[src/adc_ctrl_pkg.sv]
// constants, offsets and types shared by the converter control block
package adc_ctrl_pkg;
   // register byte offsets
   localparam logic [7:0] ctrl_off     = 8'h00;
   localparam logic [7:0] pos_sel_off  = 8'h04;
   localparam logic [7:0] neg_sel_off  = 8'h08;
   localparam logic [7:0] offset_off   = 8'h0c;
   localparam logic [7:0] gain_off     = 8'h10;
   localparam logic [7:0] ref_ctrl_off = 8'h14;
   localparam logic [7:0] result_off   = 8'h18;
   localparam logic [7:0] sw_start_off = 8'h1c;
   // field positions and widths
   localparam int chan_w     = 5;
   localparam int trim_w     = 10;
   localparam int mode_lsb   = 3;
   localparam int ref_pd_bit = 1;
   localparam int ref_out_bit = 0;
   // reset values
   localparam logic [7:0]  ctrl_rst  = 8'h00;
   localparam logic [4:0]  chan_rst  = 5'h00;
   localparam logic [9:0]  trim_rst  = 10'h000;
   localparam logic [1:0]  ref_rst   = 2'h0;
   // trim limits in quarter lsb: 3.125% and 3% of 4096 lsb
   localparam int lsb_full          = 4096;
   localparam logic signed [11:0] offset_lim_q = 12'sd512;
   localparam logic signed [11:0] gain_lim_q   = 12'sd491;
   // conversion length in clocks
   localparam int conv_cycles = 14;
   // trigger codes
   typedef enum logic [2:0] {
      trig_pin   = 3'h0,
      trig_tmr1  = 3'h1,
      trig_tmr0  = 3'h2,
      trig_single = 3'h3,
      trig_cont  = 3'h4,
      trig_logic = 3'h5
   } trig_t;
   typedef enum logic [1:0] {
      mode_single = 2'h0,
      mode_diff   = 2'h1,
      mode_pseudo = 2'h2
   } mode_t;
   // sampling source on negative side
   typedef enum logic [1:0] {
      neg_gnd = 2'h0,
      neg_pin = 2'h1,
      neg_ref = 2'h2
   } neg_src_t;
endpackage : adc_ctrl_pkg

[src/trim_if.sv]
// carries raw sample and trims into the correction unit
`timescale 1ns/1ps
interface trim_if;
   logic        [11:0] raw;
   logic signed [9:0]  offset;
   logic signed [9:0]  gain;
   logic        [11:0] corrected;
   modport ctrl (output raw, output offset, output gain, input corrected);
   modport unit (input raw, input offset, input gain, output corrected);
endinterface : trim_if

[src/adc_trigger_mux_calibration_ctrl.sv]
// What this block does
// - type 000 pin trigger, 001 timer one
// - 010 timer zero, 011 software, 100 continuous, 101 logic
// - positive code bits 4-0, inputs 0..15
// - positive 10000-10011 select internal sources
// - negative code 0..15 inputs, 10000 reference
// - offset trim, quarter lsb, 3.125% span
// - gain trim, quarter lsb, 3% span
// - conversion opens input switches until done
// - single-ended grounds negative sampling side
// - pseudo-differential negative pin then reference
// - reference bit 1 powers down internal
// - reference bit 0 drives reference pin
// - mode 00 single, 01 diff, 10 pseudo
`timescale 1ns/1ps
module adc_trigger_mux_calibration_ctrl
   import adc_ctrl_pkg::*;
(
   // clock and reset
   input  wire logic        aclk,
   input  wire logic        aresetn,
   // axi4-lite write
   input  wire logic [7:0]  s_awaddr,
   input  wire logic        s_awvalid,
   output logic             s_awready,
   input  wire logic [31:0] s_wdata,
   input  wire logic [3:0]  s_wstrb,
   input  wire logic        s_wvalid,
   output logic             s_wready,
   output logic [1:0]       s_bresp,
   output logic             s_bvalid,
   input  wire logic        s_bready,
   // axi4-lite read
   input  wire logic [7:0]  s_araddr,
   input  wire logic        s_arvalid,
   output logic             s_arready,
   output logic [31:0]      s_rdata,
   output logic [1:0]       s_rresp,
   output logic             s_rvalid,
   input  wire logic        s_rready,
   // triggers
   input  wire logic        external_conversion_trigger_pin,
   input  wire logic        timer0_overflow,
   input  wire logic        timer1_overflow,
   input  wire logic        programmable_logic_array,
   // analog front end
   output logic [4:0]       pos_mux_sel,
   output logic             pos_mux_valid,
   output logic [4:0]       neg_mux_sel,
   output logic             neg_mux_valid,
   output logic [1:0]       neg_sample_src,
   output logic             sample_switch_closed,
   output logic             sar_start,
   input  wire logic        sar_done,
   input  wire logic [11:0] sar_code,
   output logic             int_ref_power_down,
   output logic             ref_pin_connect,
   output logic             conv_busy
);
   typedef enum logic [1:0] {
      st_acq  = 2'b00,
      st_conv = 2'b01,
      st_wait = 2'b11
   } state_t;
   typedef struct packed {
      logic        awready;
      logic        wready;
      logic        bvalid;
      logic [1:0]  bresp;
      logic        aw_have;
      logic [7:0]  aw_addr;
      logic        w_have;
      logic [31:0] w_data;
      logic [3:0]  w_strb;
      logic        arready;
      logic        rvalid;
      logic [1:0]  rresp;
      logic [31:0] rdata;
      logic [7:0]  ctrl;
      logic [4:0]  pos_sel;
      logic [4:0]  neg_sel;
      logic [9:0]  offset;
      logic [9:0]  gain;
      logic [1:0]  refc;
      logic [11:0] result;
      logic        sw_req;
      logic        trig_d;
      state_t      st;
      logic [4:0]  cnt;
      logic        start;
      logic [1:0]  nsrc;
      logic [4:0]  pmux;
      logic        pval;
      logic [4:0]  nmux;
      logic        nval;
   } state_s_t;
   state_s_t r_reg;
   state_s_t r_next;
   trim_if tif ();
   trim_unit u_trim (
      .t (tif.unit)
   );
   assign tif.raw    = sar_code;
   assign tif.offset = r_reg.offset;
   assign tif.gain   = r_reg.gain;
   logic        trig_lvl;
   logic        trig_evt;
   logic [1:0]  mode;
   logic        do_wr;
   logic [7:0]  wa;
   logic [31:0] wd;
   always_comb
   begin
      r_next = r_reg;
      mode = r_reg.ctrl[mode_lsb +: 2];
      // trigger select; reserved codes never start
      case (trig_t'(r_reg.ctrl[2:0]))
         trig_pin:    trig_lvl = external_conversion_trigger_pin;
         trig_tmr1:   trig_lvl = timer1_overflow;
         trig_tmr0:   trig_lvl = timer0_overflow;
         trig_logic:  trig_lvl = programmable_logic_array;
         default:     trig_lvl = 1'b0;
      endcase
      r_next.trig_d = trig_lvl;
      trig_evt = trig_lvl & ~r_reg.trig_d;
      if (trig_t'(r_reg.ctrl[2:0]) == trig_single)
         trig_evt = r_reg.sw_req;
      if (trig_t'(r_reg.ctrl[2:0]) == trig_cont)
         trig_evt = 1'b1;
      // positive mux: 0..19 valid, others drop pos_mux_valid
      r_next.pmux = r_reg.pos_sel;
      r_next.pval = r_reg.pos_sel <= 5'h13;
      r_next.nmux = r_reg.neg_sel;
      r_next.nval = r_reg.neg_sel <= 5'h10;
      r_next.start = 1'b0;
      case (r_reg.st)
         st_acq:
         begin
            if (trig_evt && mode != 2'h3)
            begin
               r_next.st = st_conv;
               r_next.start = 1'b1;
               r_next.cnt = 5'(conv_cycles);
               r_next.sw_req = 1'b0;
            end
         end
         st_conv:
         begin
            // sar_done must come; the counter does not gate it
            if (r_reg.cnt != 5'h00)
               r_next.cnt = r_reg.cnt - 5'h01;
            if (sar_done)
            begin
               r_next.result = tif.corrected;
               r_next.st = st_wait;
            end
         end
         st_wait:
            r_next.st = st_acq;
         default:
            r_next.st = st_acq;
      endcase
      // negative sampling source
      case (mode_t'(mode))
         mode_single: r_next.nsrc = neg_gnd;
         mode_pseudo: r_next.nsrc = r_next.st == st_acq ?
                                    neg_pin : neg_ref;
         mode_diff:   r_next.nsrc = neg_pin;
         default:     r_next.nsrc = neg_gnd;
      endcase
      // axi write: address and data in either order
      if (s_awvalid && r_reg.awready)
      begin
         r_next.aw_have = 1'b1;
         r_next.aw_addr = s_awaddr;
         r_next.awready = 1'b0;
      end
      if (s_wvalid && r_reg.wready)
      begin
         r_next.w_have = 1'b1;
         r_next.w_data = s_wdata;
         r_next.w_strb = s_wstrb;
         r_next.wready = 1'b0;
      end
      do_wr = r_reg.aw_have && r_reg.w_have && !r_reg.bvalid;
      wa = r_reg.aw_addr;
      wd = r_reg.w_data;
      if (do_wr)
      begin
         r_next.aw_have = 1'b0;
         r_next.w_have = 1'b0;
         r_next.bvalid = 1'b1;
         r_next.bresp = 2'b00;
         if (r_reg.w_strb[0])
            case ({wa[7:2], 2'b00})
               ctrl_off:     r_next.ctrl = {3'h0, wd[4:0]};
               pos_sel_off:  r_next.pos_sel = wd[4:0];
               neg_sel_off:  r_next.neg_sel = wd[4:0];
               ref_ctrl_off: r_next.refc = wd[1:0];
               sw_start_off: r_next.sw_req = r_next.sw_req | wd[0];
               offset_off:   r_next.offset[7:0] = wd[7:0];
               gain_off:     r_next.gain[7:0] = wd[7:0];
               result_off:   r_next.bresp = 2'b10;
               default:      r_next.bresp = 2'b10;
            endcase
         if (r_reg.w_strb[1])
            case ({wa[7:2], 2'b00})
               offset_off: r_next.offset[9:8] = wd[9:8];
               gain_off:   r_next.gain[9:8] = wd[9:8];
               default:    ;
            endcase
      end
      // a start request only pends while the single trigger is chosen,
      // so a stale request cannot fire after a later trigger change
      if (trig_t'(r_next.ctrl[2:0]) != trig_single)
         r_next.sw_req = 1'b0;
      if (r_reg.bvalid && s_bready)
      begin
         r_next.bvalid = 1'b0;
         r_next.awready = 1'b1;
         r_next.wready = 1'b1;
      end
      // axi read
      if (s_arvalid && r_reg.arready)
      begin
         r_next.arready = 1'b0;
         r_next.rvalid = 1'b1;
         r_next.rresp = 2'b00;
         case ({s_araddr[7:2], 2'b00})
            ctrl_off:     r_next.rdata = {24'h0, r_reg.ctrl};
            pos_sel_off:  r_next.rdata = {27'h0, r_reg.pos_sel};
            neg_sel_off:  r_next.rdata = {27'h0, r_reg.neg_sel};
            offset_off:   r_next.rdata = {22'h0, r_reg.offset};
            gain_off:     r_next.rdata = {22'h0, r_reg.gain};
            ref_ctrl_off: r_next.rdata = {30'h0, r_reg.refc};
            result_off:   r_next.rdata = {4'h0, r_reg.result, 16'h0};
            sw_start_off: r_next.rdata = {31'h0, r_reg.st != st_acq};
            default:
            begin
               r_next.rdata = 32'h0;
               r_next.rresp = 2'b10;
            end
         endcase
      end
      if (r_reg.rvalid && s_rready)
      begin
         r_next.rvalid = 1'b0;
         r_next.arready = 1'b1;
      end
   end
   always_ff @(posedge aclk)
   begin
      if (!aresetn)
      begin
         r_reg <= '0;
         r_reg.awready <= 1'b1;
         r_reg.wready <= 1'b1;
         r_reg.arready <= 1'b1;
         r_reg.ctrl <= ctrl_rst;
         r_reg.pos_sel <= chan_rst;
         r_reg.neg_sel <= chan_rst;
         r_reg.offset <= trim_rst;
         r_reg.gain <= trim_rst;
         r_reg.refc <= ref_rst;
         r_reg.st <= st_acq;
      end
      else
         r_reg <= r_next;
   end
   assign s_awready = r_reg.awready;
   assign s_wready = r_reg.wready;
   assign s_bvalid = r_reg.bvalid;
   assign s_bresp = r_reg.bresp;
   assign s_arready = r_reg.arready;
   assign s_rvalid = r_reg.rvalid;
   assign s_rresp = r_reg.rresp;
   assign s_rdata = r_reg.rdata;
   assign pos_mux_sel = r_reg.pmux;
   assign pos_mux_valid = r_reg.pval;
   assign neg_mux_sel = r_reg.nmux;
   assign neg_mux_valid = r_reg.nval;
   assign neg_sample_src = r_reg.nsrc;
   // switches open from start until one cycle after the result is latched
   assign sample_switch_closed = r_reg.st == st_acq;
   assign sar_start = r_reg.start;
   assign conv_busy = r_reg.st != st_acq;
   assign int_ref_power_down = r_reg.refc[ref_pd_bit];
   assign ref_pin_connect = r_reg.refc[ref_out_bit];
endmodule : adc_trigger_mux_calibration_ctrl

[src/trim_unit.sv]
// digital offset and gain correction of a 12-bit result
`timescale 1ns/1ps
module trim_unit
   import adc_ctrl_pkg::*;
(
   // correction port
   trim_if.unit t
);
   logic signed [15:0] x_q;
   logic signed [15:0] off_q;
   logic signed [27:0] prod;
   logic signed [15:0] y_q;
   logic signed [11:0] g_q;
   always_comb
   begin
      // quarter lsb steps, clipped to the documented span
      off_q = 16'(signed'(t.offset));
      if (off_q > 16'(offset_lim_q))
         off_q = 16'(offset_lim_q);
      if (off_q < -16'(offset_lim_q))
         off_q = -16'(offset_lim_q);
      x_q = 16'({4'h0, t.raw, 2'b00}) + off_q;
      // gain scales full scale by gain quarter lsb over 4096 lsb
      // clip both signs; an unsigned compare would flip negative gains
      g_q = 12'(signed'(t.gain));
      if (g_q > gain_lim_q)
         g_q = gain_lim_q;
      if (g_q < -gain_lim_q)
         g_q = -gain_lim_q;
      prod = 28'(x_q) * 28'(g_q);
      y_q = x_q + 16'(prod >>> 14);
      if (y_q < 16'sd0)
         t.corrected = 12'h000;
      else if (y_q[15:2] > 14'h0fff)
         t.corrected = 12'hfff;
      else
         t.corrected = y_q[13:2];
   end
endmodule : trim_unit
[config.mk]
export PLATFORM = sky130hd
export DESIGN_NAME = adc_trigger_mux_calibration_ctrl
export DESIGN_NICKNAME = d
export VERILOG_FILES = /design/src/adc_ctrl_pkg.sv /design/src/trim_if.sv /design/src/adc_trigger_mux_calibration_ctrl.sv /design/src/trim_unit.sv
export SDC_FILE = /design/constraint.sdc
export NUM_CORES = 1
export LEC_CHECK = 0
export ABC_AREA = 1
export BUFFER_PORTS_ARGS = -buffer_cell sky130_fd_sc_hd__buf_2
export CAP_MARGIN = 20
export CELL_PAD_IN_SITES_DETAIL_PLACEMENT = 0
export CELL_PAD_IN_SITES_GLOBAL_PLACEMENT = 2
export CORE_UTILIZATION = 33
export CTS_CLUSTER_SIZE = 28
export DETAILED_ROUTE_END_ITERATION = 6
export GPL_ROUTABILITY_DRIVEN = 0
export PLACE_DENSITY_LB_ADDON = 0.05
export SLEW_MARGIN = 20
export SYNTH_ARGS = -nofsm -noshare
export SYNTH_HDL_FRONTEND = slang
export SYNTH_SLANG_ARGS = --single-unit
[constraint.sdc]
create_clock -name aclk -period 9.9 [get_ports aclk]
set_input_delay 2.475 -clock aclk [delete_from_list [all_inputs] [get_ports aclk]]
set_output_delay 2.475 -clock aclk [all_outputs]
set_load 0.005 [all_outputs]
==> results of run 1 <==
[through the flow]
stage | instances | instance area, sq um | setup TNS (ns) | hold WS, ns
floorplan | 1651 | 12900 | 0 | 0.421
global placement | 2385 | 15100 | -10.73 | 0.452
finish | 2451 | 16900 | 0 | 0.456
detailed placement | 2385 | 15100 | -10.96 | 0.454
CTS | 2436 | 16400 | 0 | 0.456
global route | 2451 | 16900 | -3.28 | 0.479
[cell families (layout without fill, tap and decap cells)]
| logic type | count (synthesis) | in the layout | synth area share, % |
|---|---|---|---|
| AOI/OAI and AO/OA | 258 | 259 | 11.9 |
| adders and majority gates | 260 | 260 | 35.3 |
| other | 1 | 12 | 0.0292 |
| xor gates and xnor gates | 34 | 34 | 2.52 |
| DFF | 117 | 117 | 18.2 |
| buffers and inverters | 393 | 681 | 13.1 |
| and+or+nand+nor | 577 | 577 | 18.9 |
[cell type report]
type | count | area (sq um) | area share [%]
Clock buffer | 22 | 464 | 2.74
Clock inverter | 10 | 170 | 1.00
Inverter | 306 | 1180 | 6.98
Multi-Input combinational cell | 1142 | 9680 | 57.1
Sequential cell | 117 | 2340 | 13.8
Tap cell | 511 | 639 | 3.77
Timing Repair Buffer | 342 | 2460 | 14.5
Timing Repair inverter | 1 | 7.51 | 0.0443
[synthesized netlist by cell type, types with 4 or more instances]
master / instances / area, sq um
sky130_fd_sc_hd__a211oi_1: 30 / 225
sky130_fd_sc_hd__clkinv_1: 5 / 18.8
sky130_fd_sc_hd__fa_1: 171 / 3420
sky130_fd_sc_hd__ha_1: 89 / 1110
sky130_fd_sc_hd__o21a_1: 5 / 37.5
sky130_fd_sc_hd__nand2_1: 298 / 1120
sky130_fd_sc_hd__o21ai_0: 66 / 330
sky130_fd_sc_hd__inv_1: 295 / 1110
sky130_fd_sc_hd__buf_4: 51 / 383
sky130_fd_sc_hd__xnor2_1: 16 / 140
sky130_fd_sc_hd__nor4_1: 6 / 37.5
sky130_fd_sc_hd__nand3_1: 35 / 175
sky130_fd_sc_hd__a21oi_2: 12 / 105
sky130_fd_sc_hd__clkbuf_1: 30 / 113
sky130_fd_sc_hd__a21o_1: 8 / 60.1
sky130_fd_sc_hd__xor2_1: 16 / 140
sky130_fd_sc_hd__inv_2: 5 / 18.8
sky130_fd_sc_hd__a21oi_1: 102 / 510
sky130_fd_sc_hd__nor2_1: 172 / 646
sky130_fd_sc_hd__buf_1: 4 / 15.0
sky130_fd_sc_hd__nand2_2: 12 / 75.1
sky130_fd_sc_hd__o21ai_1: 7 / 35.0
sky130_fd_sc_hd__a31oi_1: 4 / 25.0
sky130_fd_sc_hd__nand4_1: 11 / 68.8
sky130_fd_sc_hd__dfxtp_1: 117 / 2340
sky130_fd_sc_hd__nor3_2: 4 / 40.0
sky130_fd_sc_hd__nand3_2: 4 / 40.0
sky130_fd_sc_hd__nor3_1: 14 / 70.1
sky130_fd_sc_hd__or2_2: 9 / 56.3
[final timing paths]
kind                         end   startpoint  slack, ns  depth (start not counted)
setup reg to reg       r_reg[33]  tif.gain[2]       0.86                         42
hold / removal    pos_mux_sel[0]    r_next[7]       0.46                          2
setup / recovery       r_reg[33]  sar_code[0]       0.17                         44
hold reg to reg   pos_mux_sel[0]    r_next[7]       0.46                          2
[cell usage in the layout (no fill, tap or decap), types with 30 or more instances in the layout]
master                     count
sky130_fd_sc_hd__ha_1         67
sky130_fd_sc_hd__a21oi_2      31
sky130_fd_sc_hd__dfxtp_1     117
sky130_fd_sc_hd__o21ai_0      60
sky130_fd_sc_hd__fa_1        164
sky130_fd_sc_hd__buf_4       233
sky130_fd_sc_hd__buf_2        91
sky130_fd_sc_hd__a211oi_1     30
sky130_fd_sc_hd__a21oi_1      82
sky130_fd_sc_hd__nor2_1      164
sky130_fd_sc_hd__inv_1       284
sky130_fd_sc_hd__nand2_1     274
[what timing repair did]
item                                    4_1_cts  5_1_grt
pin swaps                                    67       94
endpoints found under the setup margin       12       12
cloned                                        2        0
gates resized for setup                      95       96
buffers inserted                             17       15
[per-layer routing]
| layer | vias to the layer above | wire, um | share of wire (%) |
|---|---|---|---|
| met3 | 28 | 1480 | 3.6 |
| met1 | 5513 | 19500 | 48 |
| met5 | - | 0 | 0 |
| met2 | 183 | 19300 | 47 |
| met4 | 0 | 463 | 1.1 |
| li1 | 5641 | - | - |
[critical path: cells and delay by family]
| kind | cells | cell delay (ns) |
|---|---|---|
| AOI/OAI and AO/OA | 6 | 1.08 |
| xor gates and xnor gates | 1 | 0.18 |
| adders and majority gates | 9 | 3.46 |
| buffers and inverters | 9 | 0.95 |
| and+or+nand+nor | 19 | 1.91 |
[power by group through the flow]
stage | logic [mW] | registers [mW] | clock network (mW)
finish | 0.177 | 0.497 | 0.665
global route | 0.196 | 0.499 | 0.702
CTS | 0.167 | 0.497 | 0.678
detailed placement | 0.157 | 0.507 | 0
global placement | 0.158 | 0.507 | 0
floorplan | 0.0887 | 0.505 | 0
==> impl_table.tex, run 1 <==
\begin{tabular}{lr}
\hline
Metric & Value \\
\hline
\multicolumn{2}{l}{\textbf{Global route}} \\
\quad Grt total ovfl & 0 \\
\quad Global route hottest layer & met2 \\
\quad Maximum number of pins on one net before global-route repair & 65 \\
\quad Number of global-route vias before repair & 12,000 \\
\quad Number of antenna violations at the first check in global routing & 2 \\
\quad Met3 track utilization from global routing & 2.97\% \\
\quad Global-route wire length before repair & 65,600 um \\
\quad Total global routing track utilization & between 20\% and 30\% \\
\quad Global routing met1 resource utilization & 30.7\% \\
\quad Global routing met2 resource utilization & 35.7\% \\
\multicolumn{2}{l}{\textbf{Timing}} \\
\quad Worst-margin pin slew & 0.979 ns \\
\quad Relative slew slack & 34.4\% \\
\quad Maximum achievable frequency & 0.103 GHz \\
\quad Post-layout minimum cycle time & 9.73 ns \\
\quad Fin Clk Skew & 0.00896 ns \\
\quad Number of hold violations in the final report & 0 \\
\quad Pins Over Slew Limit & 0 \\
\quad Post-layout worst setup margin & 0.166 ns \\
\quad RSZ-0062 raised after global routing & yes \\
\quad Final worst-path cycle share & slightly below 100\% \\
\quad \# setup viols final & 0 \\
\multicolumn{2}{l}{\textbf{Yosys}} \\
\quad Syn Inst Count & around 1,600 \\
\quad Number of synthesized register bits & roughly 120 \\
\quad Post-synthesis cell area & 0.0128 sq mm \\
\quad Sequential fraction of the synthesis area & around 18\% \\
\quad Leading register cell type out of synthesis & sky130\_fd\_sc\_hd\_\_dfxtp\_1 \\
\quad EDFF count, synth & 0 \\
\quad Number of different library cells in the post-synthesis netlist & 57 \\
\quad Synth Warn \# & 0 \\
\quad Average instance area after synthesis & a little under 8 sq um \\
\quad Fraction of registers with async set/reset & 0\% \\
\multicolumn{2}{l}{\textbf{Power and ir drop}} \\
\quad Sequential share of power & around 37\% \\
\quad Net switching share of the total power & 25.5\% \\
\quad Total power of the final layout & 1.34 mW \\
\quad Internal portion of total power & 0.997 mW \\
\quad Pwr Density & approximately 79 mW/mm\^{}2 \\
\quad Clock Power Share & approximately 50\% \\
\quad Leakage power of the design & between 8 and 9 nW \\
\quad Power dissipated by switching net loads & 0.342 mW \\
\quad Worst-case vdd ir drop & about 0.00012 V \\
\quad Proportion of power drawn by combinational gates & 13.2\% \\
\multicolumn{2}{l}{\textbf{Clock tree}} \\
\quad Clock buffer count from CTS & 17 \\
\quad Maximum clock path buffer count & 2 \\
\quad Root buf cell & sky130\_fd\_sc\_hd\_\_clkbuf\_16 \\
\quad Post-CTS Hold Buffers & 0 \\
\quad Clock network latency to the later pin of the worst-skew pair & 0.41 ns \\
\quad H-tree levels & 4 \\
\quad Clock transition at the registers of the reported paths & 0.06 ns \\
\quad Clock sink count & 117 \\
\quad CTS tree & yes \\
\multicolumn{2}{l}{\textbf{Hold path}} \\
\quad Type of the worst min-delay path & reg -> reg \\
\multicolumn{2}{l}{\textbf{Route}} \\
\quad Remaining number of nets flagged by the antenna check after routing & 0 \\
\quad Number of DRC violations after detailed routing & 0 \\
\quad Drt first-iter violations & 514 \\
\quad Vias post-DR & 11,400 \\
\quad Wirelength per Cell & 16.6 um \\
\quad Drt pass-1 iters & 5 \\
\quad Routed wire length & 40,700 um \\
\quad Detail-routed via count per cell & 4.64 \\
\multicolumn{2}{l}{\textbf{Worst setup path}} \\
\quad Startpoint class of the critical path & input pin \\
\quad Worst Path Max Fanout & 6 \\
\quad Stage delay of the slowest cell on the critical path & 0.54 ns \\
\quad Master of the slowest instance on the critical path & sky130\_fd\_sc\_hd\_\_fa\_2 \\
\quad Worst setup path class & in -> reg \\
\quad Critical Path RT & 10.24 ns \\
\quad Crit path capture type & flop \\
\quad Worst endpoint data arrival time & roughly 10 ns \\
\multicolumn{2}{l}{\textbf{Floorplanning}} \\
\quad Top-level port count & 136 \\
\quad Die width & 199 um \\
\quad Total number of placement rows & 71 \\
\quad Chip Height & 199 um \\
\quad Floorplan Core Area & 0.0380 sq mm \\
\quad Die area & 0.0397 sq mm \\
\quad Starting Density & 33.8\% \\
\multicolumn{2}{l}{\textbf{Final layout}} \\
\quad Area growth, synth to finish & 31.9\% \\
\quad ANT cells & 0 \\
\quad Core Util, Final & 44.6\% \\
\quad Final \#Nets & 2,263 \\
\quad Fillcell total & $\sim$4,000 \\
\quad Fraction of layout instances using a drive strength above 1 & approximately 29\% \\
\quad Flip-flop count of the largest register after layout & 23 \\
\multicolumn{2}{l}{\textbf{Placement}} \\
\quad Post-DP HPWL & about 34,000 um \\
\quad Pre-CTS WS & -0.931 ns \\
\quad Number of port buffers & 95 \\
\multicolumn{2}{l}{\textbf{Run status}} \\
\quad Status & complete, no violations \\
\multicolumn{2}{l}{\textbf{Run}} \\
\quad Number of max-capacitance violations reported & 0 \\
\hline
\end{tabular}
No activity file was read; power rests on OpenSTA's default activity.
==> run 2, diff against run 1 <==
--- a/config.mk
+++ b/config.mk
@@ -5,12 +5,12 @@
 export SDC_FILE = /design/constraint.sdc
 export NUM_CORES = 1
 export LEC_CHECK = 0
-export ABC_AREA = 1
 export BUFFER_PORTS_ARGS = -buffer_cell sky130_fd_sc_hd__buf_2
 export CAP_MARGIN = 20
 export CELL_PAD_IN_SITES_DETAIL_PLACEMENT = 0
 export CELL_PAD_IN_SITES_GLOBAL_PLACEMENT = 2
-export CORE_UTILIZATION = 33
+export CORE_MARGIN = 4
+export CORE_UTILIZATION = 34
 export CTS_CLUSTER_SIZE = 28
 export DETAILED_ROUTE_END_ITERATION = 6
 export GPL_ROUTABILITY_DRIVEN = 0
==> run 2 against run 1 <==
- the flow now finishes with violations (setup timing)
- register-to-register slack better by 0.04 ns
- hold slack better by 0.013 ns
- fmax is 9.4% lower
- area after synthesis is 0.85% lower
- routed wire length is 12% lower
- critical path type unchanged
- largest power group unchanged
==> impl_table.tex, run 2 <==
\begin{tabular}{lr}
\hline
Metric & Value \\
\hline
\multicolumn{2}{l}{\textbf{Floorplanning}} \\
\quad Top-level port count & 136 (unchanged) \\
\quad Die width & 202 um (was 199 um) \\
\quad Floorplan Core Area & 0.0368 sq mm (was 0.0380 sq mm) \\
\quad Chip Height & 202 um (was 199 um) \\
\quad Total number of placement rows & 70 (was 71) \\
\quad Starting Density & 34.6\% (was 33.8\%) \\
\quad Die area & 0.0406 sq mm (was 0.0397 sq mm) \\
\multicolumn{2}{l}{\textbf{Timing}} \\
\quad Relative slew slack & 31.4\% (was 34.4\%) \\
\quad Maximum achievable frequency & 0.0931 GHz (was 0.103 GHz) \\
\quad Final worst-path cycle share & 109\% (was 98.3\%) \\
\quad Number of hold violations in the final report & 0 (unchanged) \\
\quad Fin Clk Skew & 0.00776 ns (was 0.00896 ns) \\
\quad \# setup viols final & 12 (was 0) \\
\quad RSZ-0062 raised after global routing & yes (unchanged) \\
\quad Worst-margin pin slew & 1.02 ns (was 0.979 ns) \\
\quad Post-layout minimum cycle time & 10.74 ns (was 9.73 ns) \\
\quad Pins Over Slew Limit & 0 (unchanged) \\
\quad Post-layout worst setup margin & -0.842 ns (was 0.166 ns) \\
\multicolumn{2}{l}{\textbf{Power and ir drop}} \\
\quad Leakage power of the design & 7.81 nW (was 8.37 nW) \\
\quad Worst-case vdd ir drop & 0.000107 V (was 0.000123 V) \\
\quad Pwr Density & 77.3 mW/mm\^{}2 (was 79.0 mW/mm\^{}2) \\
\multicolumn{2}{l}{\textbf{Yosys}} \\
\quad Largest area contributor in the netlist & sky130\_fd\_sc\_hd\_\_fa\_1 (unchanged) \\
\quad Number of different library cells in the post-synthesis netlist & 70 (was 57) \\
\quad Most frequent cells after synthesis & sky130\_fd\_sc\_hd\_\_inv\_1, sky130\_fd\_sc\_hd\_\_fa\_1, sky130\_fd\_sc\_hd\_\_nand2\_1 (was sky130\_fd\_sc\_hd\_\_nand2\_1, sky130\_fd\_sc\_hd\_\_inv\_1, sky130\_fd\_sc\_hd\_\_nor2\_1) \\
\quad Most common cell in the netlist & sky130\_fd\_sc\_hd\_\_inv\_1 (was sky130\_fd\_sc\_hd\_\_nand2\_1) \\
\quad Average instance area after synthesis & 8.93 sq um (was 7.84 sq um) \\
\quad EDFF count, synth & 0 (unchanged) \\
\quad Portion of synthesized cell area occupied by the leading cell type & 26.9\% (was 26.6\%) \\
\quad Number of synthesized register bits & 117 (unchanged) \\
\quad Sequential fraction of the synthesis area & 18.4\% (was 18.2\%) \\
\quad Leading register cell type out of synthesis & sky130\_fd\_sc\_hd\_\_dfxtp\_1 (unchanged) \\
\quad Biggest area contributors in the synthesized netlist & sky130\_fd\_sc\_hd\_\_fa\_1, sky130\_fd\_sc\_hd\_\_dfxtp\_1, sky130\_fd\_sc\_hd\_\_ha\_1, sky130\_fd\_sc\_hd\_\_inv\_1, sky130\_fd\_sc\_hd\_\_nand2\_1 (was sky130\_fd\_sc\_hd\_\_fa\_1, sky130\_fd\_sc\_hd\_\_dfxtp\_1, sky130\_fd\_sc\_hd\_\_nand2\_1, sky130\_fd\_sc\_hd\_\_ha\_1, sky130\_fd\_sc\_hd\_\_inv\_1) \\
\quad Fraction of registers with async set/reset & 0\% (unchanged) \\
\quad Syn Inst Count & 1,426 (was 1,640) \\
\quad Synth Warn \# & 0 (unchanged) \\
\quad Post-synthesis cell area & 0.0127 sq mm (was 0.0128 sq mm) \\
\multicolumn{2}{l}{\textbf{Final layout}} \\
\quad Final \#Nets & 2,009 (was 2,263) \\
\quad Fillcell total & 3,684 (was 3,978) \\
\quad Flip-flop count of the largest register after layout & 23 (unchanged) \\
\quad Fraction of layout instances using a drive strength above 1 & 26.5\% (was 29.0\%) \\
\quad Leading cell type in the layout, fill and taps excluded & sky130\_fd\_sc\_hd\_\_buf\_4 (was sky130\_fd\_sc\_hd\_\_inv\_1) \\
\quad Top library cells by usage in the layout, fill and taps aside & sky130\_fd\_sc\_hd\_\_buf\_4, sky130\_fd\_sc\_hd\_\_inv\_1, sky130\_fd\_sc\_hd\_\_fa\_1, sky130\_fd\_sc\_hd\_\_nand2\_1, sky130\_fd\_sc\_hd\_\_dfxtp\_1 (was sky130\_fd\_sc\_hd\_\_inv\_1, sky130\_fd\_sc\_hd\_\_nand2\_1, sky130\_fd\_sc\_hd\_\_buf\_4, sky130\_fd\_sc\_hd\_\_nor2\_1, sky130\_fd\_sc\_hd\_\_fa\_1) \\
\quad ANT cells & 0 (unchanged) \\
\quad Final Instance Count excl. Fillers & 2,154 (was 2,451) \\
\quad Area growth, synth to finish & 25.8\% (was 31.9\%) \\
\multicolumn{2}{l}{\textbf{Clock tree}} \\
\quad Clock sink count & 117 (unchanged) \\
\quad Maximum clock path buffer count & 2 (unchanged) \\
\quad Clock buffer count from CTS & 17 (unchanged) \\
\quad Root buf cell & sky130\_fd\_sc\_hd\_\_clkbuf\_16 (unchanged) \\
\quad Clock transition at the registers of the reported paths & 0.06 ns (about the same) \\
\quad CTS tree & yes (unchanged) \\
\quad H-tree levels & 4 (unchanged) \\
\quad Clock network latency to the later pin of the worst-skew pair & 0.42 ns (was 0.41 ns) \\
\multicolumn{2}{l}{\textbf{Route}} \\
\quad Number of DRC violations after detailed routing & 0 (unchanged) \\
\quad Wirelength per Cell & 16.7 um (was 16.6 um) \\
\quad Detail-routed via count per cell & 4.68 (was 4.64) \\
\quad Vias post-DR & 10,100 (was 11,400) \\
\quad Drt first-iter violations & 418 (was 514) \\
\quad Routed wire length & 36,000 um (was 40,700 um) \\
\quad Remaining number of nets flagged by the antenna check after routing & 0 (unchanged) \\
\quad Drt pass-1 iters & 4 (was 5) \\
\multicolumn{2}{l}{\textbf{Placement}} \\
\quad Number of port buffers & 95 (unchanged) \\
\quad Pre-CTS WS & -1.78 ns (was -0.931 ns) \\
\quad Post-DP HPWL & 29,900 um (was 33,600 um) \\
\quad Number of placed cells counting well taps & 2,097 (was 2,385) \\
\multicolumn{2}{l}{\textbf{Global route}} \\
\quad Number of global-route vias before repair & 10,600 (was 12,000) \\
\quad Total global routing track utilization & 18.1\% (was 21.8\%) \\
\quad Number of antenna violations at the first check in global routing & 0 (was 2) \\
\quad Global-route wire length before repair & 59,100 um (was 65,600 um) \\
\quad Maximum number of pins on one net before global-route repair & 86 (was 65) \\
\quad Grt total ovfl & 0 (unchanged) \\
\multicolumn{2}{l}{\textbf{Worst setup path}} \\
\quad Worst Path Max Fanout & 8 (was 6) \\
\quad Worst setup path class & in -> reg (unchanged) \\
\quad Most frequent cell on the critical path & sky130\_fd\_sc\_hd\_\_fa\_1 \\
\quad Crit path capture type & flop (unchanged) \\
\quad Startpoint class of the critical path & input pin (unchanged) \\
\quad Worst endpoint data arrival time & 11.02 ns (was 10.07 ns) \\
\quad R2r worst-path depth & 37 (was 42) \\
\quad Stage delay of the slowest cell on the critical path & 0.51 ns (was 0.54 ns) \\
\quad Master of the slowest instance on the critical path & sky130\_fd\_sc\_hd\_\_fa\_1 (was sky130\_fd\_sc\_hd\_\_fa\_2) \\
\quad Critical Path RT & 10.17 ns (was 10.24 ns) \\
\quad Startpoint of the worst-slack reg-to-reg timing path & tif.gain[6] (was tif.gain[2]) \\
\quad End of the worst register-to-register path & r\_reg[35] (was r\_reg[33]) \\
\quad Setup slack of the worst register-to-register path & 0.90 ns (was 0.86 ns) \\
\multicolumn{2}{l}{\textbf{Hold path}} \\
\quad Hold Path Stages & 2 (unchanged) \\
\quad Endpoint of the worst hold path & r\_reg[157] (was pos\_mux\_sel[0]) \\
\quad Hold path start & r\_reg[157] (was r\_next[7]) \\
\quad Type of the worst min-delay path & reg -> reg (unchanged) \\
\multicolumn{2}{l}{\textbf{Run}} \\
\quad Number of max-capacitance violations reported & 0 (unchanged) \\
\multicolumn{2}{l}{\textbf{Run status}} \\
\quad Failing checks & setup timing \\
\quad Status & finished, violations left (was complete, no violations) \\
\hline
\end{tabular}
run 2: cell types whose count changed after synthesis, sizes merged, moves of 41 or more:
cell	previous run	this run
inv	301	204
nand2	311	147
a21oi	115	42
nor2b	0	71
mux2i	0	41
nor2	175	93
run 2: repair_timing:
action / 4_1_cts / 5_1_grt
gates resized for setup: 30 / 48
endpoints found under the setup margin: 12 / 12
hold buffers: 0 / 0
buffers inserted: 6 / 19
endpoints found under the hold margin: 0 / 0
pin swaps: 41 / 41
run 2: worst max-delay path: cells and delay by family:
kind            cells  cell delay, ns
fa+ha+maj           8            3.39
compound gates     12            2.29
simple gates       10            1.70
buf+inv             7            0.89
xor+xnor            2            0.25
run 2: stage by stage:
stage          hold slack [ns]  setup TNS [ns]  instance area [sq um]  power, mW  util (%)
6_report                 0.469           -9.46                  16000       1.24      43.6
5_1_grt                  0.492          -14.44                  16000       1.29      43.6
4_1_cts                  0.474          -11.54                  15600       1.25      42.5
3_5_place_dp             0.460          -20.93                  14800      0.624      40.3
3_3_place_gp             0.451          -20.09                  14800      0.624      40.3
2_1_floorplan            0.437           -7.54                  12900      0.566         -
run 2: layer usage:
metal,vias up,track usage (%),part of all wire (%)
li1,5016,-,-
met1,4905,25.3,48
met2,132,30.8,48
met3,18,2.21,2.7
met4,0,3.20,1.0
met5,-,0,0
run 2: cells by family (layout without fill, tap and decap cells):
group | after synthesis | in the layout | synth area share (%)
compound gates | 194 | 194 | 10.6
xor+xnor | 42 | 42 | 3.00
fa+ha+maj | 261 | 261 | 35.7
buf+inv | 312 | 561 | 10.8
flops | 117 | 117 | 18.4
mux | 46 | 46 | 4.10
other cells | 1 | 12 | 0.0294
simple gates | 453 | 453 | 17.4
run 2: layout make-up:
cell class	count	area (sq um)	share of cell area, %
clock buffer	19	453	2.83
inverter	213	810	5.05
tap	468	586	3.65
timing repair buffer	316	2180	13.6
clock inverter	13	149	0.929
sequential	117	2340	14.6
multi-input combinational	1008	9510	59.3
run 2: power by group:
part	switching, mW	total, mW	leakage, nW	internal, mW
Sequential	0.0111	0.494	0.950	0.483
Clock	0.232	0.618	0.287	0.387
Combinational	0.0698	0.127	6.58	0.0571
run 2: worst max path at each step:
| stage | start | endpoint |
|---|---|---|
| 2_1_floorplan | sar_code[0] | r_reg[32] |
| 3_3_place_gp | sar_code[0] | r_reg[26] |
| 3_5_place_dp | sar_code[0] | r_reg[26] |
| 4_1_cts | sar_code[0] | r_reg[25] |
| 5_1_grt | sar_code[0] | r_reg[35] |
| 6_report | sar_code[2] | r_reg[35] |
